**config.mk**
```make
export PLATFORM = sky130hd
export DESIGN_NAME = rxsw_builder
export DESIGN_NICKNAME = d
export VERILOG_FILES = /design/src/rtl/rxsw_pkg.sv /design/src/rtl/rxsw_fifo_if.sv /design/src/rtl/rxsw_stat_fifo.sv /design/src/rtl/rxsw_builder.sv
export SDC_FILE = /design/constraint.sdc
export NUM_CORES = 1
export LEC_CHECK = 0
export BUFFER_PORTS_ARGS = -buffer_cell sky130_fd_sc_hd__buf_4
export CORE_MARGIN = 2
export CORE_UTILIZATION = 50
export CTS_CLUSTER_SIZE = 28
export DETAILED_ROUTE_END_ITERATION = 8
export PLACE_DENSITY = 0.77
export SYNTH_ARGS = -nofsm -noshare
export SYNTH_HDL_FRONTEND = slang
export SYNTH_HIERARCHICAL = 1
export SYNTH_SLANG_ARGS = --single-unit
```
**constraint.sdc**
```tcl
create_clock -name clk_i -period 9.5 [get_ports clk_i]
set_clock_uncertainty 0.2 [all_clocks]
set_input_delay 0.95 -clock clk_i [delete_from_list [all_inputs] [get_ports clk_i]]
set_output_delay 0.95 -clock clk_i [all_outputs]
set_load 0.005 [all_outputs]
```
**src/rtl/rxsw_pkg.sv**
```systemverilog
// Constants and types shared by the receive status word builder
package rxsw_pkg;
  // ==========================================================
  // Register byte offsets on the Wishbone slave
  localparam logic [3:0] OFS_CTRL = 4'h0;
  localparam logic [3:0] OFS_STAT_PORT = 4'h4;
  localparam logic [3:0] OFS_INFO = 4'h8;
  localparam logic [3:0] OFS_DUMP = 4'hC;
  localparam logic [31:0] CTRL_RESET = 32'h0000_0000;
  localparam int CTRL_RECEIVE_ENABLE_BIT_BIT = 2;
  localparam int CTRL_PASS_BAD_BIT = 16;
  localparam int INFO_HALTED_BIT = 16;
  localparam int INFO_OVR_BIT = 17;
  localparam int DUMP_BIT = 0;
  // ==========================================================
  // Status word field positions
  localparam int SW_FILT_FAIL = 30;
  localparam int SW_LEN_LSB = 16;
  localparam int SW_LEN_MSB = 29;
  localparam int SW_ERR_SUM = 15;
  localparam int SW_BCAST = 13;
  localparam int SW_LEN_ERR = 12;
  localparam int SW_RUNT = 11;
  localparam int SW_MCAST = 10;
  localparam int SW_TOO_LONG = 7;
  localparam int SW_LATE_COL = 6;
  localparam int SW_FTYPE = 5;
  localparam int SW_WDOG = 4;
  localparam int SW_MII_ERR = 3;
  localparam int SW_DRIBBLE = 2;
  localparam int SW_CRC_ERR = 1;
  // ==========================================================
  // Byte counts and thresholds
  localparam logic [13:0] COLL_WIN_BYTES = 14'h0040;
  localparam logic [13:0] MAX_FRAME_BYTES = 14'h05EE;
  localparam logic [13:0] WDOG_BYTES = 14'h0800;
  localparam logic [13:0] HDR_BYTES = 14'h000E;
  localparam logic [13:0] HDR_FCS_BYTES = 14'h0012;
  localparam logic [13:0] MIN_PAYLOAD = 14'h002E;
  localparam logic [13:0] CNT_MAX = 14'h3FFF;
  localparam logic [15:0] TYPE_MIN = 16'h05DC;
  localparam logic [13:0] DA_LAST = 14'h0005;
  localparam logic [13:0] LT_HI_IDX = 14'h000C;
  localparam logic [13:0] LT_LO_IDX = 14'h000D;
  localparam logic [2:0] DRIB_NIBBLE = 3'h4;
  localparam logic [2:0] DRIB_10M = 3'h3;
  // ==========================================================
  // Receiver sequencing
  typedef enum logic [1:0] {
    RXSW_IDLE,
    RXSW_RECV,
    RXSW_PUSH,
    RXSW_HALTED
  } rxsw_state_t;
endpackage : rxsw_pkg

```
**src/rtl/rxsw_fifo_if.sv**
```systemverilog
// Carrier between the status builder and its status FIFO
`timescale 1ns/1ps
interface rxsw_fifo_if #(
  parameter int CNT_W = 5
);
  logic push;
  logic [31:0] push_data;
  logic pop;
  logic flush;
  logic [31:0] head;
  logic full;
  logic empty;
  logic [CNT_W-1:0] count;
  modport producer (output push, push_data, pop, flush, input head, full, empty, count);
  modport store (input push, push_data, pop, flush, output head, full, empty, count);
endinterface : rxsw_fifo_if

```
**src/rtl/rxsw_stat_fifo.sv**
```systemverilog
// Receive status FIFO holding whole 32-bit status words
`timescale 1ns/1ps
module rxsw_stat_fifo #(
  parameter int DEPTH = 16
) (
  input wire logic clk_i,
  input wire logic rst_i,
  rxsw_fifo_if.store f
);
  localparam int AW = $clog2(DEPTH);
  localparam int CW = AW + 1;

  logic [31:0] mem [DEPTH];
  logic [AW-1:0] wr_ptr;
  logic [AW-1:0] rd_ptr;
  logic [CW-1:0] cnt;
  logic do_push;
  logic do_pop;

  assign do_push = f.push && !f.full;
  assign do_pop = f.pop && !f.empty;
  assign f.full = (cnt == CW'(DEPTH));
  assign f.empty = (cnt == '0);
  assign f.head = mem[rd_ptr];
  assign f.count = cnt;

  // ==========================================================
  // Storage; a word is written only in one piece
  always_ff @(posedge clk_i)
  begin
    if (do_push)
    begin
      mem[wr_ptr] <= f.push_data;
    end
  end

  // ==========================================================
  // Pointers and fill level; flush returns them to reset
  always_ff @(posedge clk_i)
  begin
    if (rst_i || f.flush)
    begin
      wr_ptr <= '0;
      rd_ptr <= '0;
      cnt <= '0;
    end
    else
    begin
      if (do_push)
      begin
        wr_ptr <= (wr_ptr == AW'(DEPTH - 1)) ? '0 : wr_ptr + 1'b1;
      end
      if (do_pop)
      begin
        rd_ptr <= (rd_ptr == AW'(DEPTH - 1)) ? '0 : rd_ptr + 1'b1;
      end
      if (do_push && !do_pop)
      begin
        cnt <= cnt + 1'b1;
      end
      else if (do_pop && !do_push)
      begin
        cnt <= cnt - 1'b1;
      end
    end
  end
endmodule : rxsw_stat_fifo

```
**src/rtl/rxsw_builder.sv**
```systemverilog
// Receive status word builder with receiver stop/start control
// Behaviour
// - One status word per frame after data.
// - Bits 31, 14, 9:8, 0 read zero.
// - Bit 30 marks address filter failure.
// - Bits 29:16 hold frame byte count.
// - Bit 15 is OR of 11,7,6,1.
// - Bit 13 marks broadcast destination.
// - Bit 12 marks length/type mismatch.
// - Bit 11 marks runt below 64 bytes.
// - Runts kept only when pass-bad set.
// - Bit 10 marks multicast destination.
// - Bit 7 above 1518 bytes, no truncation.
// - Bit 6 marks late collision.
// - Bit 5 type above 1500, not short runts.
// - Bit 4 marks receive watchdog expiry.
// - Bit 3 marks RX_ER during frame.
// - Bit 2 dribble: 4 nibble, 3 at 10M.
// - Dribble suppressed by late collision.
// - Bit 1 on FCS mismatch or RX_ER.
// - Single halted pulse once receiver stops.
//
// Chosen here: register access over Wishbone and the register addresses.
`timescale 1ns/1ps
module rxsw_builder #(
  parameter int FIFO_DEPTH = 16
) (
  input wire logic clk_i,
  input wire logic rst_i,
  input wire logic wb_cyc_i,
  input wire logic wb_stb_i,
  input wire logic wb_we_i,
  input wire logic [3:0] wb_adr_i,
  input wire logic [3:0] wb_sel_i,
  input wire logic [31:0] wb_dat_i,
  output logic [31:0] wb_dat_o,
  output logic wb_ack_o,
  input wire logic frame_start_i,
  input wire logic byte_valid_i,
  input wire logic [7:0] byte_i,
  input wire logic rx_er_i,
  input wire logic collision_i,
  input wire logic frame_end_i,
  input wire logic crc_ok_i,
  input wire logic filter_fail_i,
  input wire logic [2:0] extra_bits_i,
  input wire logic mode_10m_i,
  output logic rx_gate_o,
  output logic receiver_halted_pulse_o
);
  localparam int CNT_W = $clog2(FIFO_DEPTH) + 1;

  rxsw_fifo_if #(.CNT_W(CNT_W)) sf ();

  rxsw_stat_fifo #(
    .DEPTH(FIFO_DEPTH)
  ) u_stat_fifo (
    .clk_i(clk_i),
    .rst_i(rst_i),
    .f(sf.store)
  );

  // ==========================================================
  // Declarations
  rxsw_pkg::rxsw_state_t state;
  rxsw_pkg::rxsw_state_t next_state;
  logic [31:0] mac_control_reg;
  logic receive_enable_bit;
  logic pass_bad;
  logic [13:0] byte_cnt;
  logic da_all_ff;
  logic da_group;
  logic [15:0] len_type;
  logic rxer_seen;
  logic late_col;
  logic wdog_hit;
  logic [31:0] word_q;
  logic keep_q;
  logic [31:0] next_word;
  logic runt;
  logic bus_req;
  logic wr_req;
  logic rd_req;
  logic overrun;
  logic flush_q;
  logic push_blocked;

  assign receive_enable_bit = mac_control_reg[rxsw_pkg::CTRL_RECEIVE_ENABLE_BIT_BIT];
  assign pass_bad = mac_control_reg[rxsw_pkg::CTRL_PASS_BAD_BIT];
  assign bus_req = wb_cyc_i && wb_stb_i && !wb_ack_o;
  assign wr_req = bus_req && wb_we_i;
  assign rd_req = bus_req && !wb_we_i;
  assign runt = byte_cnt < rxsw_pkg::COLL_WIN_BYTES;
  assign push_blocked = (state == rxsw_pkg::RXSW_PUSH) && keep_q && sf.full;

  // Apply byte enables to one register word
  function automatic logic [31:0] merge_sel(input logic [31:0] old_v,
                                            input logic [31:0] new_v,
                                            input logic [3:0] sel);
    logic [31:0] res;
    res = old_v;
    for (int i = 0; i < 4; i++)
    begin
      if (sel[i])
      begin
        res[i*8 +: 8] = new_v[i*8 +: 8];
      end
    end
    return res;
  endfunction : merge_sel

  // ==========================================================
  // Status word assembled from the finished frame
  always_comb
  begin
    logic [13:0] payload;
    logic too_long;
    logic crc_err;
    logic len_err;
    logic ftype;
    logic dribble;
    payload = (byte_cnt >= rxsw_pkg::HDR_FCS_BYTES) ?
              byte_cnt - rxsw_pkg::HDR_FCS_BYTES : 14'h0000;
    too_long = byte_cnt > rxsw_pkg::MAX_FRAME_BYTES;
    crc_err = !crc_ok_i || rxer_seen || rx_er_i;
    // Short frames shorter than a header carry no type field
    ftype = (byte_cnt >= rxsw_pkg::HDR_BYTES) && (len_type > rxsw_pkg::TYPE_MIN);
    // Padded frames may carry a length below their real payload
    len_err = 1'b0;
    if ((byte_cnt >= rxsw_pkg::HDR_BYTES) && !ftype)
    begin
      if (payload > rxsw_pkg::MIN_PAYLOAD)
      begin
        len_err = len_type != {2'b00, payload};
      end
      else
      begin
        len_err = len_type > {2'b00, rxsw_pkg::MIN_PAYLOAD};
      end
    end
    dribble = mode_10m_i ? (extra_bits_i >= rxsw_pkg::DRIB_10M) :
              (extra_bits_i >= rxsw_pkg::DRIB_NIBBLE);
    next_word = 32'h0000_0000;
    next_word[rxsw_pkg::SW_FILT_FAIL] = filter_fail_i;
    next_word[rxsw_pkg::SW_LEN_MSB:rxsw_pkg::SW_LEN_LSB] = byte_cnt;
    next_word[rxsw_pkg::SW_BCAST] = da_all_ff;
    next_word[rxsw_pkg::SW_LEN_ERR] = len_err;
    next_word[rxsw_pkg::SW_RUNT] = runt;
    next_word[rxsw_pkg::SW_MCAST] = da_group;
    next_word[rxsw_pkg::SW_TOO_LONG] = too_long;
    next_word[rxsw_pkg::SW_LATE_COL] = late_col;
    next_word[rxsw_pkg::SW_FTYPE] = ftype;
    next_word[rxsw_pkg::SW_WDOG] = wdog_hit;
    next_word[rxsw_pkg::SW_MII_ERR] = rxer_seen || rx_er_i;
    next_word[rxsw_pkg::SW_DRIBBLE] = dribble && !late_col;
    next_word[rxsw_pkg::SW_CRC_ERR] = crc_err;
    next_word[rxsw_pkg::SW_ERR_SUM] = runt || too_long || late_col || crc_err;
  end

  // ==========================================================
  // Receiver sequencing
  always_comb
  begin
    next_state = state;
    case (state)
      rxsw_pkg::RXSW_IDLE:
      begin
        if (!receive_enable_bit)
        begin
          next_state = rxsw_pkg::RXSW_HALTED;
        end
        else if (frame_start_i)
        begin
          next_state = rxsw_pkg::RXSW_RECV;
        end
      end
      rxsw_pkg::RXSW_RECV:
      begin
        // A frame in progress always completes, even once disabled
        if (frame_end_i)
        begin
          next_state = rxsw_pkg::RXSW_PUSH;
        end
      end
      rxsw_pkg::RXSW_PUSH:
      begin
        next_state = rxsw_pkg::RXSW_IDLE;
      end
      rxsw_pkg::RXSW_HALTED:
      begin
        if (receive_enable_bit)
        begin
          next_state = rxsw_pkg::RXSW_IDLE;
        end
      end
      default:
      begin
        next_state = rxsw_pkg::RXSW_IDLE;
      end
    endcase
  end

  always_ff @(posedge clk_i)
  begin
    if (rst_i)
    begin
      state <= rxsw_pkg::RXSW_IDLE;
      rx_gate_o <= 1'b0;
      receiver_halted_pulse_o <= 1'b0;
    end
    else
    begin
      state <= next_state;
      rx_gate_o <= next_state == rxsw_pkg::RXSW_RECV;
      receiver_halted_pulse_o <= (state == rxsw_pkg::RXSW_IDLE) &&
                                 (next_state == rxsw_pkg::RXSW_HALTED);
    end
  end

  // ==========================================================
  // Per-frame byte counting and address/type capture
  always_ff @(posedge clk_i)
  begin
    if (rst_i || (state == rxsw_pkg::RXSW_IDLE && frame_start_i))
    begin
      byte_cnt <= 14'h0000;
      da_all_ff <= 1'b1;
      da_group <= 1'b0;
      len_type <= 16'h0000;
      wdog_hit <= 1'b0;
    end
    else if (state == rxsw_pkg::RXSW_RECV && byte_valid_i)
    begin
      // Counter saturates instead of wrapping on giant frames
      if (byte_cnt != rxsw_pkg::CNT_MAX)
      begin
        byte_cnt <= byte_cnt + 14'h0001;
      end
      if (byte_cnt <= rxsw_pkg::DA_LAST && byte_i != 8'hFF)
      begin
        da_all_ff <= 1'b0;
      end
      if (byte_cnt == 14'h0000)
      begin
        da_group <= byte_i[0];
      end
      if (byte_cnt == rxsw_pkg::LT_HI_IDX)
      begin
        len_type[15:8] <= byte_i;
      end
      if (byte_cnt == rxsw_pkg::LT_LO_IDX)
      begin
        len_type[7:0] <= byte_i;
      end
      if (byte_cnt >= rxsw_pkg::WDOG_BYTES)
      begin
        wdog_hit <= 1'b1;
      end
    end
  end

  // ==========================================================
  // Error conditions seen during the frame
  always_ff @(posedge clk_i)
  begin
    if (rst_i || (state == rxsw_pkg::RXSW_IDLE && frame_start_i))
    begin
      rxer_seen <= 1'b0;
      late_col <= 1'b0;
    end
    else if (state == rxsw_pkg::RXSW_RECV)
    begin
      if (rx_er_i)
      begin
        rxer_seen <= 1'b1;
      end
      if (collision_i && !runt)
      begin
        late_col <= 1'b1;
      end
    end
  end

  // ==========================================================
  // Word capture and single write into the status FIFO
  always_ff @(posedge clk_i)
  begin
    if (rst_i)
    begin
      word_q <= 32'h0000_0000;
      keep_q <= 1'b0;
    end
    else if (state == rxsw_pkg::RXSW_RECV && frame_end_i)
    begin
      word_q <= next_word;
      keep_q <= !runt || pass_bad;
    end
  end

  assign sf.push = (state == rxsw_pkg::RXSW_PUSH) && keep_q;
  assign sf.push_data = word_q;
  assign sf.flush = flush_q;
  assign sf.pop = rd_req && (wb_adr_i == rxsw_pkg::OFS_STAT_PORT);

  // ==========================================================
  // Control register
  always_ff @(posedge clk_i)
  begin
    if (rst_i)
    begin
      mac_control_reg <= rxsw_pkg::CTRL_RESET;
    end
    else if (wr_req && wb_adr_i == rxsw_pkg::OFS_CTRL)
    begin
      mac_control_reg <= merge_sel(mac_control_reg, wb_dat_i, wb_sel_i);
    end
  end

  // Dump honoured only while halted, so no word is lost mid-push
  always_ff @(posedge clk_i)
  begin
    if (rst_i)
    begin
      flush_q <= 1'b0;
    end
    else
    begin
      flush_q <= wr_req && wb_adr_i == rxsw_pkg::OFS_DUMP && wb_sel_i[0] &&
                 wb_dat_i[rxsw_pkg::DUMP_BIT] &&
                 state == rxsw_pkg::RXSW_HALTED;
    end
  end

  // Lost word sticky flag; a new loss wins over the clear
  always_ff @(posedge clk_i)
  begin
    if (rst_i)
    begin
      overrun <= 1'b0;
    end
    else if (push_blocked)
    begin
      overrun <= 1'b1;
    end
    else if (wr_req && wb_adr_i == rxsw_pkg::OFS_INFO && wb_sel_i[2] &&
             wb_dat_i[rxsw_pkg::INFO_OVR_BIT])
    begin
      overrun <= 1'b0;
    end
  end

  // ==========================================================
  // Wishbone slave: one wait state, unmapped reads return zero
  always_ff @(posedge clk_i)
  begin
    if (rst_i)
    begin
      wb_ack_o <= 1'b0;
    end
    else
    begin
      wb_ack_o <= bus_req;
    end
  end

  always_ff @(posedge clk_i)
  begin
    if (rst_i)
    begin
      wb_dat_o <= 32'h0000_0000;
    end
    else if (rd_req)
    begin
      wb_dat_o <= 32'h0000_0000;
      case (wb_adr_i)
        rxsw_pkg::OFS_CTRL:
        begin
          wb_dat_o <= mac_control_reg;
        end
        rxsw_pkg::OFS_STAT_PORT:
        begin
          // Empty port reads zero rather than a stale word
          wb_dat_o <= sf.empty ? 32'h0000_0000 : sf.head;
        end
        rxsw_pkg::OFS_INFO:
        begin
          wb_dat_o[CNT_W-1:0] <= sf.count;
          wb_dat_o[rxsw_pkg::INFO_HALTED_BIT] <= state == rxsw_pkg::RXSW_HALTED;
          wb_dat_o[rxsw_pkg::INFO_OVR_BIT] <= overrun;
        end
        default:
        begin
          wb_dat_o <= 32'h0000_0000;
        end
      endcase
    end
  end
endmodule : rxsw_builder

```
* Yosys cells after proc, flatten, opt, wreduce, memory -nomap -nowiden *
Memory sizes are Yosys's and may differ from the RTL's. A register that Yosys moved wholly into a read port is not among the register bits.
Index checks and enable logic that the tools add are counted.

word-level totals
  register bits = 147
  RAM bits = 432
  bits of input ports = 64
  output and inout port bits = 35
  word-level logic and storage cells = 147
  memories = 1

cells by class
  add/sub/neg operators = 6
  order comparisons = 11
  eq/ne operators = 16
  muxes and demuxes = 24
  reduce and logical (&&, ||, !) cells = 65

memories
  name             words  width  rd ports  clocked after memory_dff  write ports  line                  RTL
  u_stat_fifo.mem  16     27     1         1                         1            rxsw_stat_fifo.sv:13  logic [31:0] mem [DEPTH];

operators with widths
  kind                                                                               number
  32-bit two-way mux                                                                 1
  14-bit by 4-bit equality test with 1-bit output, second input constant             2
  1-bit logical AND                                                                  28
  14-bit case mux with 2 select lines                                                1
  2-bit AND reduction                                                                12
  11-bit case mux with 2 select lines                                                1
  4-bit equality test, second input constant                                         4
  16-bit by 11-bit greater-than comparator with 1-bit output, second input constant  1
  16-bit by 6-bit greater-than comparator with 1-bit output, second input constant   1
  4-bit two-way mux                                                                  4
  16-bit by 14-bit inequality test with 1-bit output                                 1
  5-bit case mux with 3 select lines                                                 1
  14-bit by 1-bit adder with 14-bit output, second input constant                    1
  14-bit by 12-bit >= comparator with 1-bit output, second input constant            1
  14-bit by 4-bit >= comparator with 1-bit output, second input constant             1
  14-bit by 5-bit >= comparator with 1-bit output, second input constant             1
  14-bit by 11-bit greater-than comparator with 1-bit output, second input constant  1
  14-bit by 6-bit greater-than comparator with 1-bit output, second input constant   1
  14-bit by 3-bit <= comparator with 1-bit output, second input constant             1
  14-bit zero test                                                                   1
  14-bit by 7-bit < comparator with 1-bit output, second input constant              1
  14-bit two-way mux                                                                 1
  14-bit inequality test, second input constant                                      1
  14-bit by 5-bit subtractor with 14-bit output, second input constant               1
  other kinds (21)                                                                   53

* Logic depth before layout (Yosys ltp) *
Gate-level depths: netlist (run 1).

  word-level depth = 8
  depth in mapped cells = 13
  depth with buffers taken out = 11

* Hierarchy *
The synthesis (run 1) kept the hierarchy.

modules (own cells, without submodules)
  module          instances  cells an instance  area an instance (µm²)  sequential area each (µm²)
  rxsw_stat_fifo  1          903                20053.0                 15715.1
  rxsw_builder    1          757                5977.0                  2682.6

* Least setup slack after synthesis (run 1) *
No wires, ideal clock.

  path kind = reg-to-reg
  start = register state[1]
  end = memory u_stat_fifo/mem[0][0] in the netlist's numbering (enable)
  arrival = 3.319 ns
  required time = 8.839 ns
  path slack = 5.520 ns
  cell stages (with the launch flop) = 7
  buffers on the path = 1
  cells stage by stage = dfxtp_1 nor2b_1 and2_1 o21a_1 buf_6 nand2_1 nor3_1

between the ends
  cells in the longest elaborated chain, start to end = 5

RTL lines
  element                                  line                  RTL
  start: declaration                       rxsw_builder.sv:65    rxsw_pkg::rxsw_state_t state;
  start signal: assignment                 rxsw_builder.sv:207   state <= rxsw_pkg::RXSW_IDLE;
  start signal: assignment                 rxsw_builder.sv:213   state <= next_state;
  2-bit equality test                      rxsw_builder.sv:300   assign sf.push = (state == rxsw_pkg::RXSW_PUSH) && keep_q;
  1-bit logical AND                        rxsw_builder.sv:300
  named net sf.push                        rxsw_fifo_if.sv:6     logic push;
  1-bit logical AND                        rxsw_stat_fifo.sv:20  assign do_push = f.push && !f.full;
  named net u_stat_fifo.do_push            rxsw_stat_fifo.sv:17  logic do_push;
  1-bit two-way mux                        rxsw_stat_fifo.sv:31  if (do_push)
  1-bit two-way mux (not written as such)  rxsw_stat_fifo.sv:33  mem[wr_ptr] <= f.push_data;
  end: declaration                         rxsw_stat_fifo.sv:13

The timed path passes the listed nets, and every way through them passes these cells.

* Worst setup path after layout (run 1) *
  start = register state[1]
  end = memory u_stat_fifo/mem[2][12] in the netlist's numbering (enable)

between the ends
  cells in the longest elaborated chain, start to end = 5

RTL lines
  element                                  line
  2-bit equality test                      rxsw_builder.sv:300
  1-bit logical AND                        rxsw_builder.sv:300
  named net sf.push                        rxsw_fifo_if.sv:6
  1-bit logical AND                        rxsw_stat_fifo.sv:20
  1-bit two-way mux                        rxsw_stat_fifo.sv:31
  1-bit two-way mux (not written as such)  rxsw_stat_fifo.sv:33

The timed path passes the listed nets, and every way through them passes these cells.

==> summary.md, run 1 <==
| Metric | Value |
|---|---|
| Status | `complete, but fails checks` |
| Failing checks | `design-rule violations` |
| # H-tree levels | `3` |
| Max-slew violation total from the final report | `0` |
| Hold Fails Final Rpt | `0` |
| DR iter-0 viols | `1952` |
| Placeable core area | `51410 µm²` |
| Leak pwr | `0.009882 µW` |
| Cell taking the most area after synthesis | `edfxtp_1` |
| # port buffers | `98` |
| Count of cell types in the netlist | `67` |
| Setup-failing EPs final | `0` |
| Clock root cell | `clkbuf_16` |
| Starting Density | `0.5064` |
| Worst slack, placed | `5.326 ns` |
| Hold-fix buffers, CTS | `0` |
| Synth Register Bits | `663` |
| Count leader, synth | `edfxtp_1` |
| Data required, critical path | `9.53 ns` |
| Startpoint Class | `flip-flop` |
| Placed cell area | `27860 µm²` |
| Cell area after layout | `30190 µm²` |
| Post-synth EDFFs | `512` |
| Crit path largest cell delay | `1.00 ns` |
| Post-DP HPWL | `35.59 mm` |
| Commonest cells post-synth | `edfxtp_1 (512), nand2_1 (170), dfxtp_1 (151), mux4_2 (128), nor2_1 (109)` |
| First-pass GRT wire length | `97.13 mm` |
| Clk Latency, worst-skew pair | `0.61 ns` |
| CTS sink cnt | `663` |
| Min-delay worst type | `flip-flop to flip-flop` |
| Avg WL per Cell | `25.27 µm` |
| Total global-route track usage | `0.2447` |
| Crit path arrival time | `3.91 ns` |
| Pwr dens | `198.4 nW/µm²` |
| Die W | `232.2 µm` |
| Die Span Y | `232.2 µm` |
| Max_cap viols | `0` |
| R2R setup slack | `5.62 ns` |
| CP Capture Type | `flip-flop` |
| CP max FO | `23` |
| Setup bufs post-CTS | `0` |
| Final min period | `3.877 ns` |
| Crit path max-delay cell type | `nor3_2` |
| Maximum vdd drop | `0.1235 mV` |
| Largest net degree at the start of global routing | `86` |
| Synthesized area per cell | `15.68 µm²` |
| Total Routed Length | `64.88 mm` |
| Syn Std Cell Area | `26030 µm²` |
| Max transition margin | `0.1665` |
| Post_cts resized | `0` |
| Post-synth top area share | `0.5907` |
| Synth Flop Type | `edfxtp_1` |
| Post-Syn Instances | `1660` |
| Yosys synthesis warning count | `6` |
| Io pins | `99` |
| RSZ-0062 raised after global routing | `false` |
| Final net count | `1913` |
| Max Clk Rate | `257.9 MHz` |
| Worst-Margin Slew | `1.243 ns` |
| Tcrit/Tclk final | `0.4081` |
| DIE AREA | `53900 µm²` |
| Avg Vias per Cell | `6.179` |
| Largest register FFs | `512` |
| Post-route ant nets | `0` |
| Pwr Total | `5989 µW` |
| Async S/R FF share, synth | `0` |
| Sum Neg Setup Slack | `0 ns` |
| PnR worst setup slack | `5.623 ns` |
| Maximum clock path buffer count | `3` |
| Main area contributors after synthesis | `edfxtp_1 (59%), dfxtp_1 (12%), mux4_2 (11%), nand2_1 (2.5%), a21oi_1 (1.9%)` |
| Site row count | `83` |
| Vias in the first global route | `15882` |
| Clock Pin Slew Worst Setup and Hold Paths | `0.06 ns` |
| Critical path class | `flip-flop to flip-flop` |
| Count of TritonRoute iterations in the first routing pass | `8` |
| Ant. Diodes | `0` |
| Layout cells sized above 1 | `0.2103` |
| CTS tree | `built` |
| Initial antenna violation count | `0` |
| Critical-path cell list | `nor2b_1 -> and2_1 -> o21a_1 -> nand2_1 -> nor3_2 -> buf_4` |
| Via Count | `15868` |
| Seq/Total Area, Yosys | `0.7068` |
| Grt total ovfl | `0` |
| Gpl congestion | `0.8712` |
| P&R area growth vs syn | `15.99%` |
| Num CTS Buffers | `69` |
| Post-route DRC | `1` |
-- routing by layer --
layer | GRT usage | share of wire | up-vias
met4 | 0.08193 | 0.031 | 0
met2 | 0.3900 | 0.48 | 981
met5 | 0 | 0 | -
li1 | - | - | 6744
met1 | 0.3289 | 0.37 | 7968
met3 | 0.06385 | 0.12 | 175
-- power by group --
| part | internal (µW) | switching (µW) | leakage, µW | total [µW] |
|---|---|---|---|---|
| combinational | 47.3 | 78.9 | 0.00290 | 126 |
| clock | 1630 | 1100 | 0.00114 | 2730 |
| sequential | 3110 | 20.3 | 0.00584 | 3130 |
| total | 4790 | 1200 | 0.00988 | 5990 |
-- worst paths after layout --
check | start | end | depth (start not counted)
worst max register to register | state[1] | u_stat_fifo/mem[2][12] | 6
worst min register to register | mac_control_reg[23] | mac_control_reg[23] | 2
worst max-delay path | state[1] | u_stat_fifo/mem[2][12] | 6
worst min-delay path | mac_control_reg[23] | mac_control_reg[23] | 2
-- logic make-up after synthesis --
logic type | share of synthesized area
buffers and inverters | 0.01879
multiplexers | 0.1127
adder cells (fa/ha/maj) | 0.008940
AO/OA/AOI/OAI | 0.06364
other | 0.0001441
flip-flops | 0.7068
AND/OR/NAND/NOR | 0.07792
XOR/XNOR | 0.01110
-- through the flow --
stage	utilization	cells	hold slack [ns]
3_5_place_dp	0.5420	2440	0.2517
6_report	0.5873	2568	0.2576
5_1_grt	0.5873	2568	0.2839
3_3_place_gp	0.5420	2440	0.2365
4_1_cts	0.5873	2568	0.2597
2_1_floorplan	-	1739	0.2264
-- placed cells by master, fill, tap and decap left out, drive strengths merged, types with 4 or more instances in the layout --
| cell type | count |
|---|---|
| nor2b | 7 |
| a31oi | 6 |
| conb | 80 |
| and2 | 5 |
| or2 | 4 |
| nor4 | 10 |
| clkbuf | 98 |
| nor2 | 110 |
| xor2 | 16 |
| mux4 | 128 |
| a221oi | 25 |
| a222oi | 6 |
| a21oi | 99 |
| ha | 17 |
| nand2b | 6 |
| edfxtp | 512 |
| dfxtp | 151 |
| buf | 129 |
| nand2 | 170 |
| mux2i | 5 |
| or3 | 6 |
| and4 | 4 |
| and3 | 9 |
| a22oi | 65 |
| o21ai | 10 |
| clkinv | 19 |
| or4 | 8 |
| nand4 | 6 |
| o211ai | 4 |
| xnor2 | 17 |
| bufinv | 5 |
| nor3 | 43 |
| nand3 | 49 |
| inv | 16 |
-- cell type report --
cell class	count	area (µm²)
repair buffers	129	968.4
clock buffers	98	2032
inverters	12	45.04
clock inverters	30	296.5
flip-flops and latches	663	18410
fillers	3676	21210
well taps	680	850.8
multi-input cells	956	7594
-- worst max-delay path: cells and delay by family (launching register included) --
family                 cells  cell delay (ns)
buffers and inverters      1             0.60
DFF                        1             0.52
and+or+nand+nor            4             1.81
AOI/OAI and AO/OA          1             0.37
(Power assumes the default switching activity.)
==> inputs of run 2 (changes only) <==
==> constraint.sdc (replaced) <==
create_clock -name clk_i -period 4 [get_ports clk_i]
set_clock_uncertainty 0.2 [all_clocks]
set_input_delay 0.4 -clock clk_i [delete_from_list [all_inputs] [get_ports clk_i]]
set_output_delay 0.4 -clock clk_i [all_outputs]
set_load 0.005 [all_outputs]
==> run 2 against run 1 <==
Compared with the run above: the run now ends clean; global-route usage grew 0.63 points; first-iteration DRC count grew 1.9%; combinational power grew to 2.7 times the previous value; critical path depth grew 6; critical path type is now input pin to flip-flop; critical endpoint is now u_stat_fifo/f.count[4].
==> summary.md, run 2 (synthesis results as in run 1) <==
| Metric | Value |
|---|---|
| Status | `completed` |
| Largest register FFs | `512` |
| Clock root cell | `clkbuf_16` |
| # port buffers | `98` |
| Multi-input gate area | `7594 µm²` |
| R2R setup slack | `0.78 ns` |
| Setup-failing EPs final | `0` |
| Pwr Total | `14010 µW` |
| Post_cts resized | `0` |
| Maximum vdd drop | `0.3114 mV` |
| Data required, critical path | `4.32 ns` |
| Most common cell after layout, fill and taps aside | `edfxtp_1` |
| Num CTS Buffers | `66` |
| Post-route DRC | `0` |
| Crit Reg-Reg Startpoint | `state[1]` |
| WHS | `0.02722 ns` |
| FF-to-FF path depth | `6` |
| Cell class contributing the biggest share of worst-path delay | `simple AND/OR/NAND/NOR gates` |
| Critical-path cell list | `dlygate4sd3_1 -> buf_4 -> nand3b_1 -> or2_2 -> nor3_1 -> o21ai_4 -> ha_1 -> fa_1 -> nand3b_1 -> a211o_1 -> a211oi_1 -> a31o_2` |
| Final net count | `2009` |
| Leak pwr | `0.01035 µW` |
| Max Clk Rate | `307.8 MHz` |
| CTS sink cnt | `663` |
| P&R area growth vs syn | `19.35%` |
| Sequential Area | `18410 µm²` |
| Commonest cells after routing, fill and taps aside | `edfxtp_1 (512), nand2_1 (170), dfxtp_1 (149), buf_4 (145), mux4_2 (128)` |
| Vias in the first global route | `16595` |
| Count of TritonRoute iterations in the first routing pass | `6` |
| Hold wc startpoint | `wb_sel_i[2]` |
| Clock Pin Slew Worst Setup and Hold Paths | `0.06 ns` |
| Io pins | `99` |
| CTS tree | `built` |
| Crit path largest cell delay | `0.53 ns` |
| Post-DP HPWL | `38.39 mm` |
| Starting Density | `0.5064` |
| # H-tree levels | `3` |
| Site row count | `83` |
| Maximum clock path buffer count | `3` |
| Min-delay worst type | `input pin to flip-flop` |
| Layout cells sized above 1 | `0.2097` |
| CP max FO | `6` |
| DR iter-0 viols | `1990` |
| Placeable core area | `51410 µm²` |
| Crit path top cell by count | `nand3b_1` |
| Buffers and inverters on the worst path | `2` |
| Die W | `232.2 µm` |
| Die Span Y | `232.2 µm` |
| DIE AREA | `53900 µm²` |
| Max-slew violation total from the final report | `0` |
| Final min period | `3.248 ns` |
| CP Capture Type | `flip-flop` |
| Avg WL per Cell | `24.93 µm` |
| Clk Latency, worst-skew pair | `0.59 ns` |
| Fill cells | `3572` |
| Grt total ovfl | `0` |
| Worst-Margin Slew | `1.269 ns` |
| Max transition margin | `0.1517` |
| Crit. path cell count | `12` |
| RSZ-0062 raised after global routing | `false` |
| Total Routed Length | `66.33 mm` |
| Crit path max-delay cell type | `dlygate4sd3_1` |
| Tcrit/Tclk final | `0.8121` |
| Initial antenna violation count | `2` |
| Critical path class | `input pin to flip-flop` |
| Sum Neg Setup Slack | `0 ns` |
| Startpoint Class | `input pin` |
| Post-route ant nets | `0` |
| Hold Path Cell Cnt | `3` |
| Avg Vias per Cell | `6.125` |
| Max_cap viols | `0` |
| Gpl congestion | `0.8843` |
| Largest net degree at the start of global routing | `57` |
| Crit path arrival time | `3.56 ns` |
| Pwr dens | `451.1 nW/µm²` |
| Via Count | `16298` |
| Hold EP | `mac_control_reg[18]` |
| Hold Fails Final Rpt | `0` |
| First-pass GRT wire length | `100.4 mm` |
| RR Endpoint | `u_stat_fifo/mem[6][20]` |
| Total global-route track usage | `0.2510` |
## run 2: routing by layer
layer | GRT usage | routed length (µm) | vias to the layer above
met4 | 0.09295 | 2215 | 0
met2 | 0.4105 | 32330 | 1027
met3 | 0.05968 | 6969 | 156
met1 | 0.3279 | 24810 | 8173
met5 | 0 | 0 | -
li1 | - | - | 6942
## run 2: worst reg2reg max path, cell delays in order, from the launching register on
cell	delay, ns
dfxtp_1	0.50
nor2b_1	0.25
and2_1	0.21
o21a_1	0.36
nand2_1	0.30
nor2_4	0.56
buf_4	0.47
## run 2: where the power goes
| part | total [µW] | switching [µW] | internal (µW) |
|---|---|---|---|
| combinational | 346 | 199 | 146 |
| clock | 6230 | 2580 | 3650 |
| sequential | 7440 | 52.7 | 7390 |
## run 2: area by class of cell
| class | count | area share |
|---|---|---|
| repair buffers | 228 | 0.06404 |
| clock inverters | 26 | 0.008861 |
| diodes | 2 | 0.0001611 |
| clock buffers | 94 | 0.06122 |
| multi-input cells | 956 | 0.2444 |
| inverters | 12 | 0.001450 |
| flip-flops and latches | 663 | 0.5925 |
| well taps | 680 | 0.02739 |
## run 2: worst max path at each step
stage                         from                      to
final                     wb_stb_i  u_stat_fifo/f.count[4]
after global placement    wb_stb_i  u_stat_fifo/f.count[4]
after detailed placement  wb_stb_i  u_stat_fifo/f.count[4]
after CTS                 wb_stb_i  u_stat_fifo/f.count[4]
after global routing      wb_stb_i  u_stat_fifo/f.count[4]
after floorplan           state[1]   u_stat_fifo/mem[0][0]
## run 2: stage by stage
| stage | util | std cells | setup WS [ns] | cell area (µm²) |
|---|---|---|---|---|
| 5_1_grt | 0.6043 | 2661 | 0.5579 | 31070 |
| 3_5_place_dp | 0.5471 | 2463 | 0.7776 | 28120 |
| 6_report | 0.6043 | 2661 | 0.7515 | 31070 |
| 3_3_place_gp | 0.5471 | 2463 | 0.7686 | 28120 |
| 2_1_floorplan | - | 1739 | 0.01974 | 26330 |
| 4_1_cts | 0.6042 | 2659 | 0.8305 | 31060 |
## run 2: what timing repair did
item	4_1_cts	5_1_grt
buffers inserted	0	0
endpoints found under the hold margin	58	0
hold buffers	76	0
